--- src/core/epr_pkg.sv ---
// Purpose: Constants for the quad PHY management register portal
// Assumes: Clause 22 MDIO frames, 16-bit registers, four ports
// Notes:   Identity value below is arbitrary
package epr_pkg;
    localparam int          NPORT          = 4;
    localparam logic [4:0]  DEF_BASE_ADDR  = 5'h07;
    localparam logic [4:0]  REG_ID2        = 5'h03;
    localparam logic [4:0]  REG_EP_CTRL    = 5'h16;
    localparam logic [4:0]  REG_EP_DATA    = 5'h17;
    localparam logic [15:0] ID2_VALUE      = 16'h5a5a;
    localparam logic [4:0]  PCS_PAGE       = 5'h05;
    localparam logic [15:0] PCS_CTRL_REG   = 16'h0011;
    localparam logic [15:0] PCS_STAT_REG   = 16'h0012;
    localparam int          FUNC_HI        = 15;
    localparam int          FUNC_LO        = 14;
    localparam logic [1:0]  FUNC_ADDR      = 2'h0;
    localparam logic [1:0]  FUNC_DATA      = 2'h1;
    localparam int          PCS_RST_BIT    = 0;
    localparam int          STAT_LINK_BIT  = 2;
    localparam int          STAT_SYNC_BIT  = 0;
    localparam int          STAT_LLOST_BIT = 3;
    localparam int          STAT_SLOST_BIT = 1;
    localparam logic [7:0]  RESYNC_CYCLES  = 8'h40;
    localparam logic [1:0]  OP_WRITE       = 2'h1;
    localparam logic [1:0]  OP_READ        = 2'h2;
    localparam logic [5:0]  PREAMBLE_BITS  = 6'h20;
    localparam logic [5:0]  HDR_LAST_CNT   = 6'h0d;
    localparam logic [5:0]  TA_LAST_CNT    = 6'h01;
    localparam logic [5:0]  DATA_LAST_CNT  = 6'h0f;
    localparam logic [1:0]  STRAP_WAIT     = 2'h2;
endpackage

--- src/core/epr_pcs_port.sv ---
// Purpose: Per-port coding sublayer control and latched status
// Assumes: Live link and sync inputs already synchronised
// Notes:   Status bits latch loss until read
`timescale 1ns/1ns
module epr_pcs_port (
    input  wire logic  clk_sys,
    input  wire logic  nrst,
    input  wire logic  rst_req,
    input  wire logic  stat_rd,
    input  wire logic  link_in,
    input  wire logic  sync_in,
    output logic [15:0] stat_word,
    output logic       pcs_rst
);
    import epr_pkg::*;

    logic [7:0] resync_ff;
    logic       link_lost_ff;
    logic       sync_lost_ff;
    logic       link_live;
    logic       sync_live;

    // Reset holds the sublayer down, then it must re-acquire
    always_ff @(posedge clk_sys or negedge nrst)
    begin
        if (!nrst)
            resync_ff <= 8'h00;
        else if (rst_req)
            resync_ff <= RESYNC_CYCLES;
        else if (resync_ff != 8'h00)
            resync_ff <= resync_ff - 8'h01;
    end

    assign pcs_rst   = (resync_ff != 8'h00);
    assign link_live = link_in & ~pcs_rst;
    assign sync_live = sync_in & ~pcs_rst;

    // A drop in the same cycle as the read stays latched
    always_ff @(posedge clk_sys or negedge nrst)
    begin
        if (!nrst)
        begin
            link_lost_ff <= 1'b0;
            sync_lost_ff <= 1'b0;
        end
        else
        begin
            link_lost_ff <= ~link_live | (link_lost_ff & ~stat_rd);
            sync_lost_ff <= ~sync_live | (sync_lost_ff & ~stat_rd);
        end
    end

    always_comb
    begin
        stat_word                 = 16'h0000;
        stat_word[STAT_LINK_BIT]  = link_live;
        stat_word[STAT_SYNC_BIT]  = sync_live;
        stat_word[STAT_LLOST_BIT] = link_lost_ff;
        stat_word[STAT_SLOST_BIT] = sync_lost_ff;
    end
endmodule

--- src/core/epr_sync.sv ---
// Purpose: Two-flop synchroniser for pin inputs
// Assumes: Single clock domain downstream
// Notes:   First stage is read only by the second
`timescale 1ns/1ns
module epr_sync #(
    parameter int W = 1
) (
    input  wire logic         clk_sys,
    input  wire logic         nrst,
    input  wire logic [W-1:0] d,
    output logic [W-1:0]      q
);
    logic [W-1:0] meta_ff;

    always_ff @(posedge clk_sys or negedge nrst)
    begin
        if (!nrst)
        begin
            meta_ff <= '0;
            q       <= '0;
        end
        else
        begin
            meta_ff <= d;
            q       <= meta_ff;
        end
    end
endmodule

--- src/core/epr_top.sv ---
// Purpose: MDIO slave for a quad PHY with extended-page portal
// Assumes: mdc is slow against clk_sys (at least 6 clk_sys per mdc, 3 in the low phase)
// Notes:   Clause 22 frames only; other registers read as zero
`timescale 1ns/1ns
module epr_top (
    input  wire logic        clk_sys,
    input  wire logic        nrst,
    input  wire logic        mdc,
    input  wire logic        mdio_i,
    output logic             mdio_o,
    output logic             mdio_oe,
    input  wire logic [4:0]  base_address_straps,
    input  wire logic [3:0]  link_in,
    input  wire logic [3:0]  sync_in,
    output logic [3:0]       pcs_rst,
    output logic [4:0]       base_addr
);
    import epr_pkg::*;

    typedef enum logic [4:0] {
        ST_IDLE = 5'b00001,
        ST_HDR  = 5'b00010,
        ST_TA   = 5'b00100,
        ST_RDAT = 5'b01000,
        ST_WDAT = 5'b10000
    } epr_state_t;

    epr_state_t  state_ff;
    logic        mdc_s;
    logic        mdio_s;
    logic [4:0]  straps_s;
    logic [3:0]  link_s;
    logic [3:0]  sync_s;
    logic        mdc_d_ff;
    logic        mdc_rise;
    logic        mdc_fall;
    logic [5:0]  ones_ff;
    logic [5:0]  cnt_ff;
    logic [13:0] hdr_ff;
    logic [15:0] sh_ff;
    logic [1:0]  strap_cnt_ff;
    logic [1:0]  port_sel;
    logic        port_hit;
    logic [4:0]  reg_sel;
    logic [15:0] ctrl_ff  [NPORT];
    logic [15:0] addr_ff  [NPORT];
    logic [3:0]  pcs_req;
    logic [3:0]  stat_rd;
    logic [15:0] stat_word [NPORT];
    logic [15:0] rd_word;
    logic        wr_go;
    logic        rd_go;
    logic        op_rd;

    function automatic logic data_phase(input logic [15:0] c);
        data_phase = (c[FUNC_HI:FUNC_LO] == FUNC_DATA);
    endfunction

    function automatic logic is_pcs(input logic [15:0] c, input logic [15:0] a,
                                    input logic [15:0] r);
        is_pcs = data_phase(c) && (c[4:0] == PCS_PAGE) && (a == r);
    endfunction

    epr_sync #(.W(1)) u_sync_mdc (
        .clk_sys (clk_sys),
        .nrst    (nrst),
        .d       (mdc),
        .q       (mdc_s)
    );

    epr_sync #(.W(1)) u_sync_mdio (
        .clk_sys (clk_sys),
        .nrst    (nrst),
        .d       (mdio_i),
        .q       (mdio_s)
    );

    epr_sync #(.W(5)) u_sync_strap (
        .clk_sys (clk_sys),
        .nrst    (nrst),
        .d       (base_address_straps),
        .q       (straps_s)
    );

    epr_sync #(.W(4)) u_sync_link (
        .clk_sys (clk_sys),
        .nrst    (nrst),
        .d       (link_in),
        .q       (link_s)
    );

    epr_sync #(.W(4)) u_sync_sync (
        .clk_sys (clk_sys),
        .nrst    (nrst),
        .d       (sync_in),
        .q       (sync_s)
    );

    // Straps caught once, after the synchroniser has filled; later pin changes ignored
    always_ff @(posedge clk_sys or negedge nrst)
    begin
        if (!nrst)
        begin
            base_addr    <= DEF_BASE_ADDR;
            strap_cnt_ff <= 2'h0;
        end
        else
        begin
            if (strap_cnt_ff <= STRAP_WAIT)
                strap_cnt_ff <= strap_cnt_ff + 2'h1;
            if (strap_cnt_ff == STRAP_WAIT)
                base_addr <= straps_s;
        end
    end

    // Idle mdc is low, so the edge detector resets low to avoid a false edge
    always_ff @(posedge clk_sys or negedge nrst)
    begin
        if (!nrst)
            mdc_d_ff <= 1'b0;
        else
            mdc_d_ff <= mdc_s;
    end

    assign mdc_rise = mdc_s & ~mdc_d_ff;
    assign mdc_fall = ~mdc_s & mdc_d_ff;

    // Header: second start bit, op(2) phy(5) reg(5) shifted into hdr_ff; the first start bit ends the preamble
    assign port_sel = 2'(hdr_ff[9:5] - base_addr);
    assign port_hit = (5'(hdr_ff[9:5] - base_addr) < 5'(NPORT));
    assign reg_sel  = hdr_ff[4:0];
    assign op_rd    = (hdr_ff[11:10] == OP_READ);
    // Write lands on the last data rise; read word caught on the second turnaround rise
    assign wr_go    = (state_ff == ST_WDAT) && mdc_rise && (cnt_ff == DATA_LAST_CNT) && port_hit;
    assign rd_go    = (state_ff == ST_TA) && mdc_rise && (cnt_ff == TA_LAST_CNT)
                      && port_hit && op_rd;

    // Address-phase portal read returns the latched register number
    always_comb
    begin
        rd_word = 16'h0000;
        case (reg_sel)
            REG_ID2:     rd_word = ID2_VALUE;
            REG_EP_CTRL: rd_word = ctrl_ff[port_sel];
            REG_EP_DATA:
            begin
                if (!data_phase(ctrl_ff[port_sel]))
                    rd_word = addr_ff[port_sel];
                else if (is_pcs(ctrl_ff[port_sel], addr_ff[port_sel], PCS_STAT_REG))
                    rd_word = stat_word[port_sel];
            end
            default:     rd_word = 16'h0000;
        endcase
    end

    always_ff @(posedge clk_sys or negedge nrst)
    begin
        if (!nrst)
        begin
            state_ff <= ST_IDLE;
            ones_ff  <= 6'h00;
            cnt_ff   <= 6'h00;
            hdr_ff   <= 14'h0000;
            sh_ff    <= 16'h0000;
        end
        else if (mdc_rise)
        begin
            case (state_ff)
                // Only a full run of preamble ones opens a frame
                ST_IDLE:
                begin
                    if (mdio_s)
                        ones_ff <= (ones_ff == PREAMBLE_BITS) ? ones_ff : ones_ff + 6'h01;
                    else
                    begin
                        ones_ff <= 6'h00;
                        if (ones_ff == PREAMBLE_BITS)
                        begin
                            state_ff <= ST_HDR;
                            hdr_ff   <= 14'h0000;
                            cnt_ff   <= 6'h01;
                        end
                    end
                end
                ST_HDR:
                begin
                    hdr_ff <= {hdr_ff[12:0], mdio_s};
                    cnt_ff <= cnt_ff + 6'h01;
                    if (cnt_ff == HDR_LAST_CNT)
                    begin
                        state_ff <= ST_TA;
                        cnt_ff   <= 6'h00;
                    end
                end
                ST_TA:
                begin
                    cnt_ff <= cnt_ff + 6'h01;
                    // Word loaded before the first data fall
                    if (rd_go)
                        sh_ff <= rd_word;
                    if (cnt_ff == TA_LAST_CNT)
                    begin
                        cnt_ff   <= 6'h00;
                        state_ff <= op_rd ? ST_RDAT : ST_WDAT;
                    end
                end
                ST_RDAT:
                begin
                    // Shift on every rise so the next fall shows the next bit;
                    // leaving on the last rise keeps the next preamble bit counted
                    sh_ff  <= {sh_ff[14:0], 1'b0};
                    cnt_ff <= cnt_ff + 6'h01;
                    if (cnt_ff == DATA_LAST_CNT)
                        state_ff <= ST_IDLE;
                end
                ST_WDAT:
                begin
                    sh_ff  <= {sh_ff[14:0], mdio_s};
                    cnt_ff <= cnt_ff + 6'h01;
                    if (cnt_ff == DATA_LAST_CNT)
                        state_ff <= ST_IDLE;
                end
                default: state_ff <= ST_IDLE;
            endcase
        end
    end

    // Drive on falling mdc so the manager samples a settled bit
    always_ff @(posedge clk_sys or negedge nrst)
    begin
        if (!nrst)
        begin
            mdio_o  <= 1'b0;
            mdio_oe <= 1'b0;
        end
        else if (mdc_fall)
        begin
            // Second turnaround bit low, then the word MSB first
            if (state_ff == ST_TA && cnt_ff == TA_LAST_CNT && port_hit && op_rd)
            begin
                mdio_oe <= 1'b1;
                mdio_o  <= 1'b0;
            end
            else if (state_ff == ST_RDAT && port_hit)
            begin
                mdio_oe <= 1'b1;
                mdio_o  <= sh_ff[15];
            end
            else
            begin
                mdio_oe <= 1'b0;
                mdio_o  <= 1'b0;
            end
        end
    end

    // One portal and one sublayer per port; frames to other addresses never reach here
    genvar gp;
    generate
        for (gp = 0; gp < NPORT; gp++)
        begin : g_port
            logic wr_me;
            logic [15:0] wdata;
            assign wr_me = wr_go && (port_sel == 2'(gp)) && (hdr_ff[11:10] == OP_WRITE);
            // Last data bit joins straight from the pin; the shift register holds the rest
            assign wdata = {sh_ff[14:0], mdio_s};

            always_ff @(posedge clk_sys or negedge nrst)
            begin
                if (!nrst)
                begin
                    ctrl_ff[gp] <= 16'h0000;
                    addr_ff[gp] <= 16'h0000;
                end
                else if (wr_me)
                begin
                    if (reg_sel == REG_EP_CTRL)
                        ctrl_ff[gp] <= wdata;
                    else if (reg_sel == REG_EP_DATA && !data_phase(ctrl_ff[gp]))
                        addr_ff[gp] <= wdata;
                end
            end

            // Write-through; the reset bit never stores, so it reads back zero
            assign pcs_req[gp] = wr_me && (reg_sel == REG_EP_DATA)
                                 && is_pcs(ctrl_ff[gp], addr_ff[gp], PCS_CTRL_REG)
                                 && wdata[PCS_RST_BIT];
            assign stat_rd[gp] = rd_go && (port_sel == 2'(gp)) && (reg_sel == REG_EP_DATA)
                                 && is_pcs(ctrl_ff[gp], addr_ff[gp], PCS_STAT_REG);

            epr_pcs_port u_pcs (
                .clk_sys   (clk_sys),
                .nrst      (nrst),
                .rst_req   (pcs_req[gp]),
                .stat_rd   (stat_rd[gp]),
                .link_in   (link_s[gp]),
                .sync_in   (sync_s[gp]),
                .stat_word (stat_word[gp]),
                .pcs_rst   (pcs_rst[gp])
            );
        end
    endgenerate
endmodule

--- config.mk ---
export PLATFORM = sky130hd
export DESIGN_NAME = epr_top
export DESIGN_NICKNAME = d
export VERILOG_FILES = /design/src/core/epr_pkg.sv /design/src/core/epr_pcs_port.sv /design/src/core/epr_sync.sv /design/src/core/epr_top.sv
export SDC_FILE = /design/constraint.sdc
export NUM_CORES = 1
export LEC_CHECK = 0
export ABC_AREA = 0
export BUFFER_PORTS_ARGS = -buffer_cell sky130_fd_sc_hd__buf_2
export CORE_ASPECT_RATIO = 1.4
export CORE_UTILIZATION = 40
export CTS_CLUSTER_SIZE = 40
export DETAILED_ROUTE_END_ITERATION = 8
export HOLD_SLACK_MARGIN = 0.02
export PLACE_DENSITY_LB_ADDON = 0.3
export SYNTH_ARGS = -nofsm -noshare
export SYNTH_HDL_FRONTEND = slang
export SYNTH_SLANG_ARGS = --single-unit
export TNS_END_PERCENT = 50
--- constraint.sdc ---
create_clock -name clk_sys -period 8.15 [get_ports clk_sys]
set_clock_uncertainty 0.1 [all_clocks]
set_input_delay 1.2225 -clock clk_sys [delete_from_list [all_inputs] [get_ports clk_sys]]
set_output_delay 1.2225 -clock clk_sys [all_outputs]
set_load 0.02 [all_outputs]
* After elaboration in Yosys (flattened, before gate mapping)
Index checks and enable logic that the tools add are counted.
** Word-level totals
- Bits in registers :: 253
- Bits in latches :: 0
- Memory bits (writable) :: 0
- Bits in read-only memories :: 0
- Input bits :: 17
- Output and inout port bits :: 11
- Word-level logic and storage cells :: 275
- Memories kept :: 0
** Cells by class
- Add/subtract/negate cells :: 8
- $mul :: 0
- Div/mod/pow operators :: 0
- Magnitude comparators :: 3
- Equality and inequality tests :: 44
- Shift operators :: 0
- Mux-type cells :: 43
- Bitwise gates (word level) :: 46
- Reduce and logical (&&, ||, !) cells :: 91
** Operator list (count)
- 16-bit by 5-bit == test with 1-bit output (second input constant) :: 9
- 16-bit two-way mux :: 9
- 16-bit binary-select mux with 2-bit select :: 3
- 16-bit case mux with 3 select lines :: 2
- 8-bit two-way mux :: 8
- 1-bit logical AND :: 61
- 6-bit two-way mux :: 6
- 8-bit nonzero test :: 4
- 8-bit by 1-bit subtractor with 8-bit output (second input constant) :: 4
- 5-bit by 3-bit == test with 1-bit output (second input constant) :: 6
- 5-bit two-way mux :: 6
- 12-bit two-way mux :: 2
- 12-bit case mux with 2 select lines :: 1
- 6-bit case mux with 4 select lines :: 1
- 5-bit case mux with 4 select lines :: 1
- 1-bit inverter :: 19
- 1-bit bitwise AND :: 18
- 3-bit AND reduction :: 6
- 5-bit == test (second input constant) :: 3
- 2-bit by 1-bit == test with 1-bit output (second input constant) :: 7
- 6-bit by 1-bit adder with 6-bit output (second input constant) :: 2
- 6-bit by 4-bit == test with 1-bit output (second input constant) :: 2
- 5-bit by 2-bit == test with 1-bit output (second input constant) :: 2
- 2-bit != test (second input constant) :: 5
- 23 further kinds :: 48

* Logic depth before layout (Yosys ltp)
- Depth in word-level cells :: 13
- Mapped depth :: 12
- Gate-level depth less buffers :: 10

* Hierarchy
A second synthesis with hierarchy kept.
** Second synthesis, totals
- Cells, all modules :: 1097
- Area, all modules :: 13396.6 µm²
** Modules (own cells, without submodules)
- epr_top :: instances 1, cells each 771, area each 9883.2 µm², sequential area each 4584.4 µm²
- epr_pcs_port :: instances 4, cells each 74, area each 690.7 µm², sequential area each 250.2 µm²
- epr_sync at u_sync_link ... :: instances 2, cells each 8, area each 200.2 µm², sequential area each 200.2 µm²
- epr_sync at u_sync_strap :: instances 1, cells each 10, area each 250.2 µm², sequential area each 250.2 µm²
- epr_sync at u_sync_mdc ... :: instances 2, cells each 2, area each 50.0 µm², sequential area each 50.0 µm²

* Worst setup path after synthesis
OpenSTA, ideal clock, no wires.
- Path type :: reg-to-reg
- From :: register base_addr[0]
- To :: register sh_ff[0]
- Setup time :: 0.095 ns
- Arrival time :: 3.329 ns
- Data required time :: 7.955 ns
- Path slack :: 4.626 ns
- Stages on the path, launching flop included :: 11
- Buffers on the path :: 1
- Clock period less this slack :: 3.524 ns
- Path through :: dfstp_2 > ha_1 > inv_1 > fa_1 > buf_1 > mux4_2 > or4_1 > nor4_1 > o211a_1 > a21boi_0 > o31ai_1
** On the way
- Longest elaborated chain between the ends :: 13
- Elaborated cells between the ends (all ways) :: 26
- Those cells by class :: add/sub: 1; order compare: 1; eq/ne: 4; mux: 14; bitwise: 1; reduce/logical: 5
** RTL lines
- start, declared :: line epr_top.sv:16 : output logic [4:0] base_addr
- start signal, assigned :: line epr_top.sv:112 : base_addr <= straps_s;
- 5-bit subtractor * :: line epr_top.sv:130 : assign port_hit = (5'(hdr_ff[9:5] - base_addr) < 5'(NPORT));
- 2-bit inverter with 3-bit output (not written as such)
- 16-bit binary-select mux with 2-bit select :: line epr_top.sv:144, epr_top.sv:147, epr_top.sv:149
- 16-bit two-way mux (not written as such) (2 in a row) :: line epr_top.sv:144, epr_top.sv:147, epr_top.sv:149
- 5-bit by 3-bit == test with 1-bit output or 2-bit by 1-bit == test with 1-bit output (tied branches) :: line epr_top.sv:61, epr_top.sv:56
- 1-bit logical AND (2 in a row) :: line epr_top.sv:61 : is_pcs = data_phase(c) && (c[4:0] == PCS_PAGE) && (a == r);
- 16-bit two-way mux :: line epr_top.sv:149 : else if (is_pcs(ctrl_ff[port_sel], addr_ff[port_sel], PCS_STAT_REG))
- 16-bit two-way mux :: line epr_top.sv:147 : if (!data_phase(ctrl_ff[port_sel]))
- 16-bit case mux with 3 select lines :: line epr_top.sv:142 : case (reg_sel)
- 16-bit two-way mux :: line epr_top.sv:199 : if (rd_go)
- 16-bit case mux with 3 select lines :: line epr_top.sv:168 : case (state_ff)
- end signal, assigned :: line epr_top.sv:200 : sh_ff <= rd_word;
- end signal, assigned :: line epr_top.sv:211 : sh_ff <= {sh_ff[14:0], 1'b0};
- end signal, assigned :: line epr_top.sv:218 : sh_ff <= {sh_ff[14:0], mdio_s};
- end, declared :: line epr_top.sv:40 : logic [15:0] sh_ff;
Mark *: on every way between the ends. The rest lies on a longest branch, timed or not. The select of a mux whose other input is x is not followed.
A chain may end at the register's enable or synchronous reset.

* Worst setup path after layout
Ends and elaborated chain as after synthesis.

==> results.sh <==
export IMPL_clkPwrFrac_pct=44.6
export IMPL_syn_to_final_growth_pct=11.5
export IMPL_dp_hpwl_um=18600
export IMPL_switching_power_uw=719
export IMPL_hp_start="u_sync_strap.meta_ff[3]$_DFF_PN0_"
export IMPL_grt_pass1_vias=8113
export IMPL_synth_top_cell_by_area="dfrtp_1"
export IMPL_final_hold_violation_count=0
export IMPL_reg2reg_to="sh_ff[0]$_DFFE_PN0P_"
export IMPL_synth_area_leaders="dfrtp_1, mux2_2, mux4_2, nand2_1, ha_1"
export IMPL_dr_total_vias=7731
export IMPL_start_util_pct=41.0
export IMPL_final_antenna_net_count=0
export IMPL_drc=0
export IMPL_min_path_cells=0
export IMPL_initialDrtViolationCount=423
export IMPL_worstPathRequired_ns=8.50
export IMPL_pwr_share_comb_pct=8.9
export IMPL_clock_fmax_mhz=242
export IMPL_status="completed"
export IMPL_dr_pass1_iters=8
export IMPL_cts_made_buffers=26
export IMPL_synth_distinct_cells=74
export IMPL_drv_cap=0
export IMPL_synth_seq_cells=253
export IMPL_routedWlPerCell_um=19.8
export IMPL_worstMarginPinSlew_ns=1.09
export IMPL_yosysMostFrequentCell="dfrtp_1"
export IMPL_yosysWarnings=0
export IMPL_grt_overflow=0
export IMPL_clk_pin_slew_ns=0.06
export IMPL_post_cts_setup_buffers=0
export IMPL_holdPathEnd="u_sync_strap.q[3]$_DFF_PN0_"
export IMPL_dr_wl_met3_um=981
export IMPL_synth_seq_area_share_pct=52.7
export IMPL_final_max_slew_viol_count=0
export IMPL_grt_max_degree=127
export IMPL_rsz0062_at_grt="false"
export IMPL_crit_path_max_fanout=48
export IMPL_grt_usage_pct=18.5
export IMPL_wl_met1_um=10800
export IMPL_dieHeight_um=207
export IMPL_htreeDepth=1
export IMPL_postSynthCellCount=970
export IMPL_worstReg2RegStart="base_addr[0]$_DFFE_PN1P_"
export IMPL_cp_data_arrival_time_ns=4.48
export IMPL_root_buffer="clkbuf_16"
export IMPL_worstSetupPathType="flop to flop"
export IMPL_drive_above_1_share_pct=27.8
export IMPL_synthArstFlopShare_pct=100
export IMPL_syn_area_mm2=0.0120
export IMPL_io_buffers=27
export IMPL_nets=1014
export IMPL_rows=74
export IMPL_hold_class="flop to flop"
export IMPL_fin_tns_setup_ns=0
export IMPL_period_needed_ns=4.13
export IMPL_setup_viol=0
export IMPL_multi_input_area_mm2=0.00532
export IMPL_period_share_pct=50.7
export IMPL_yosys_top_cells_count="dfrtp_1, mux2_2, nand2_1"
export IMPL_antenna_cells=0
export IMPL_cts_tree="done"
export IMPL_ys_flop_type="dfrtp_1"
export IMPL_ios=28
export IMPL_insertion_delay_ns=0.54
export IMPL_cts_hold_fix_buffers=0
export IMPL_switching_share_pct=24.6
export IMPL_peakVddDrop_uv=103
export IMPL_die_area_mm2=0.0308
export IMPL_synth_edf_count=0
export IMPL_worst_setup_path_start_kind="flop"
export IMPL_dr_max_layer_used="met4"
export IMPL_p_int_mw=2.21
export IMPL_die_w_um=149
export IMPL_post_cts_resized=0
export IMPL_seq_area_mm2=0.00634
export IMPL_vias_per_cell=5.61
export IMPL_cts_buffer_depth=3
export IMPL_core_mm2=0.0294
export IMPL_routed_wl_um=27300
export IMPL_synth_nets=1006
export IMPL_nFillCells=2633
export IMPL_syn_area_per_cell_um2=12.4
export IMPL_power_leakage_nw=6.22
export IMPL_cp_end_kind="flop"
export IMPL_clock_sinks=253
export IMPL_antenna_found_initial=0
export IMPL_slew_headroom_pct=27.1
export IMPL_final_util_pct=45.7
export IMPL_grt_pass1_wl_um=44700
export IMPL_power_density_mw_per_mm2=218
export IMPL_seqPwrFrac_pct=46.5
export IMPL_r2r_cells=10
export IMPL_netlist_area_leader_share_pct=51.8
export IMPL_globalplace_congestion=0.882
export IMPL_reg2reg_slack_ns=4.02
export IMPL_wl_met2_um=14400
-- layout by cell type (no fill, tap or decap), types with 15 or more instances in the layout --
cell type	count
a21oi_1	20
a22o_1	17
buf_2	26
clkbuf_16	27
dfrtp_1	249
ha_1	17
inv_1	26
mux2_2	127
mux4_2	34
nand2_1	67
nor2_1	59
nor2b_1	15
nor3_1	36
o21ai_0	30
xnor2_1	16
-- worst max path at each step --
stage	from	to	slack, ns	cells after the start
floorplan	base_addr[0]$_DFFE_PN1P_	sh_ff[0]$_DFFE_PN0P_	4.63	10
global placement	base_addr[0]$_DFFE_PN1P_	sh_ff[0]$_DFFE_PN0P_	4.23	10
detailed placement	base_addr[0]$_DFFE_PN1P_	sh_ff[0]$_DFFE_PN0P_	4.07	10
CTS	base_addr[0]$_DFFE_PN1P_	sh_ff[0]$_DFFE_PN0P_	4.05	10
global route	hdr_ff[5]$_DFFE_PN0P_	sh_ff[0]$_DFFE_PN0P_	3.83	9
finish	base_addr[0]$_DFFE_PN1P_	sh_ff[0]$_DFFE_PN0P_	4.02	10
-- registers in the layout, summed over array words and instances, names as in the netlist, 2 cells and up --
signal                     flops
addr_ff                       64
base_addr                      5
cnt_ff                         6
ctrl_ff                       64
g_port.u_pcs.link_lost_ff      4
g_port.u_pcs.resync_ff        32
g_port.u_pcs.sync_lost_ff      4
hdr_ff                        12
ones_ff                        6
sh_ff                         16
state_ff                       5
strap_cnt_ff                   2
u_sync_link.meta_ff            4
u_sync_link.q                  4
u_sync_strap.meta_ff           5
u_sync_strap.q                 5
u_sync_sync.meta_ff            4
u_sync_sync.q                  4
-- per-stage QoR --
stage	hold WS (ns)	instance area, um^2	setup WS, ns	instances	power [mW]
after floorplan	0.231	12000	4.63	970	1.55
after global placement	0.234	12500	4.23	1330	1.64
after detailed placement	0.235	12500	4.07	1330	1.65
after CTS	0.249	13400	4.05	1378	2.97
after global routing	0.256	13400	3.83	1378	3.06
final	0.247	13400	4.02	1378	2.93
-- area by class of cell --
cell class,count,area share (%)
sequential,253,47.3
tap,380,3.55
multi-input combinational,633,39.7
timing repair buffer,38,1.70
inverter,26,0.728
clock inverter,12,1.40
clock buffer,36,5.67
-- power by group through the flow --
stage	logic, mW	clock network [mW]	registers, mW
6_report	0.260	1.30	1.36
5_1_grt	0.299	1.39	1.37
4_1_cts	0.264	1.34	1.36
3_5_place_dp	0.263	0	1.38
3_3_place_gp	0.259	0	1.38
2_1_floorplan	0.192	0	1.36
-- critical path, cell delays in order (launching register included) --
cell,delay (ns)
dfstp_2,0.54
ha_2,0.18
inv_1,0.05
fa_2,0.51
buf_4,0.51
mux4_2,0.43
or4_1,0.53
nor4_1,0.60
o211a_1,0.26
a21boi_0,0.08
o31ai_1,0.22
-- kinds of logic (layout without fill, tap and decap cells) --
kind of cell	after synthesis	in the layout	share of synthesized area [%]
simple gates	289	289	13.0
flops	253	253	52.7
mux	177	177	20.0
xor+xnor	22	22	1.60
fa+ha+maj	19	19	2.04
buf+inv	84	112	3.08
compound gates	126	126	7.55
-- routing by layer --
metal | track usage (%) | vias to the layer above
li1 | - | 3551
met1 | 22.1 | 3951
met2 | 32.9 | 171
met3 | 2.40 | 58
met4 | 8.35 | 0
met5 | 0 | -
Note: power is estimated with default switching activity, not from simulation.
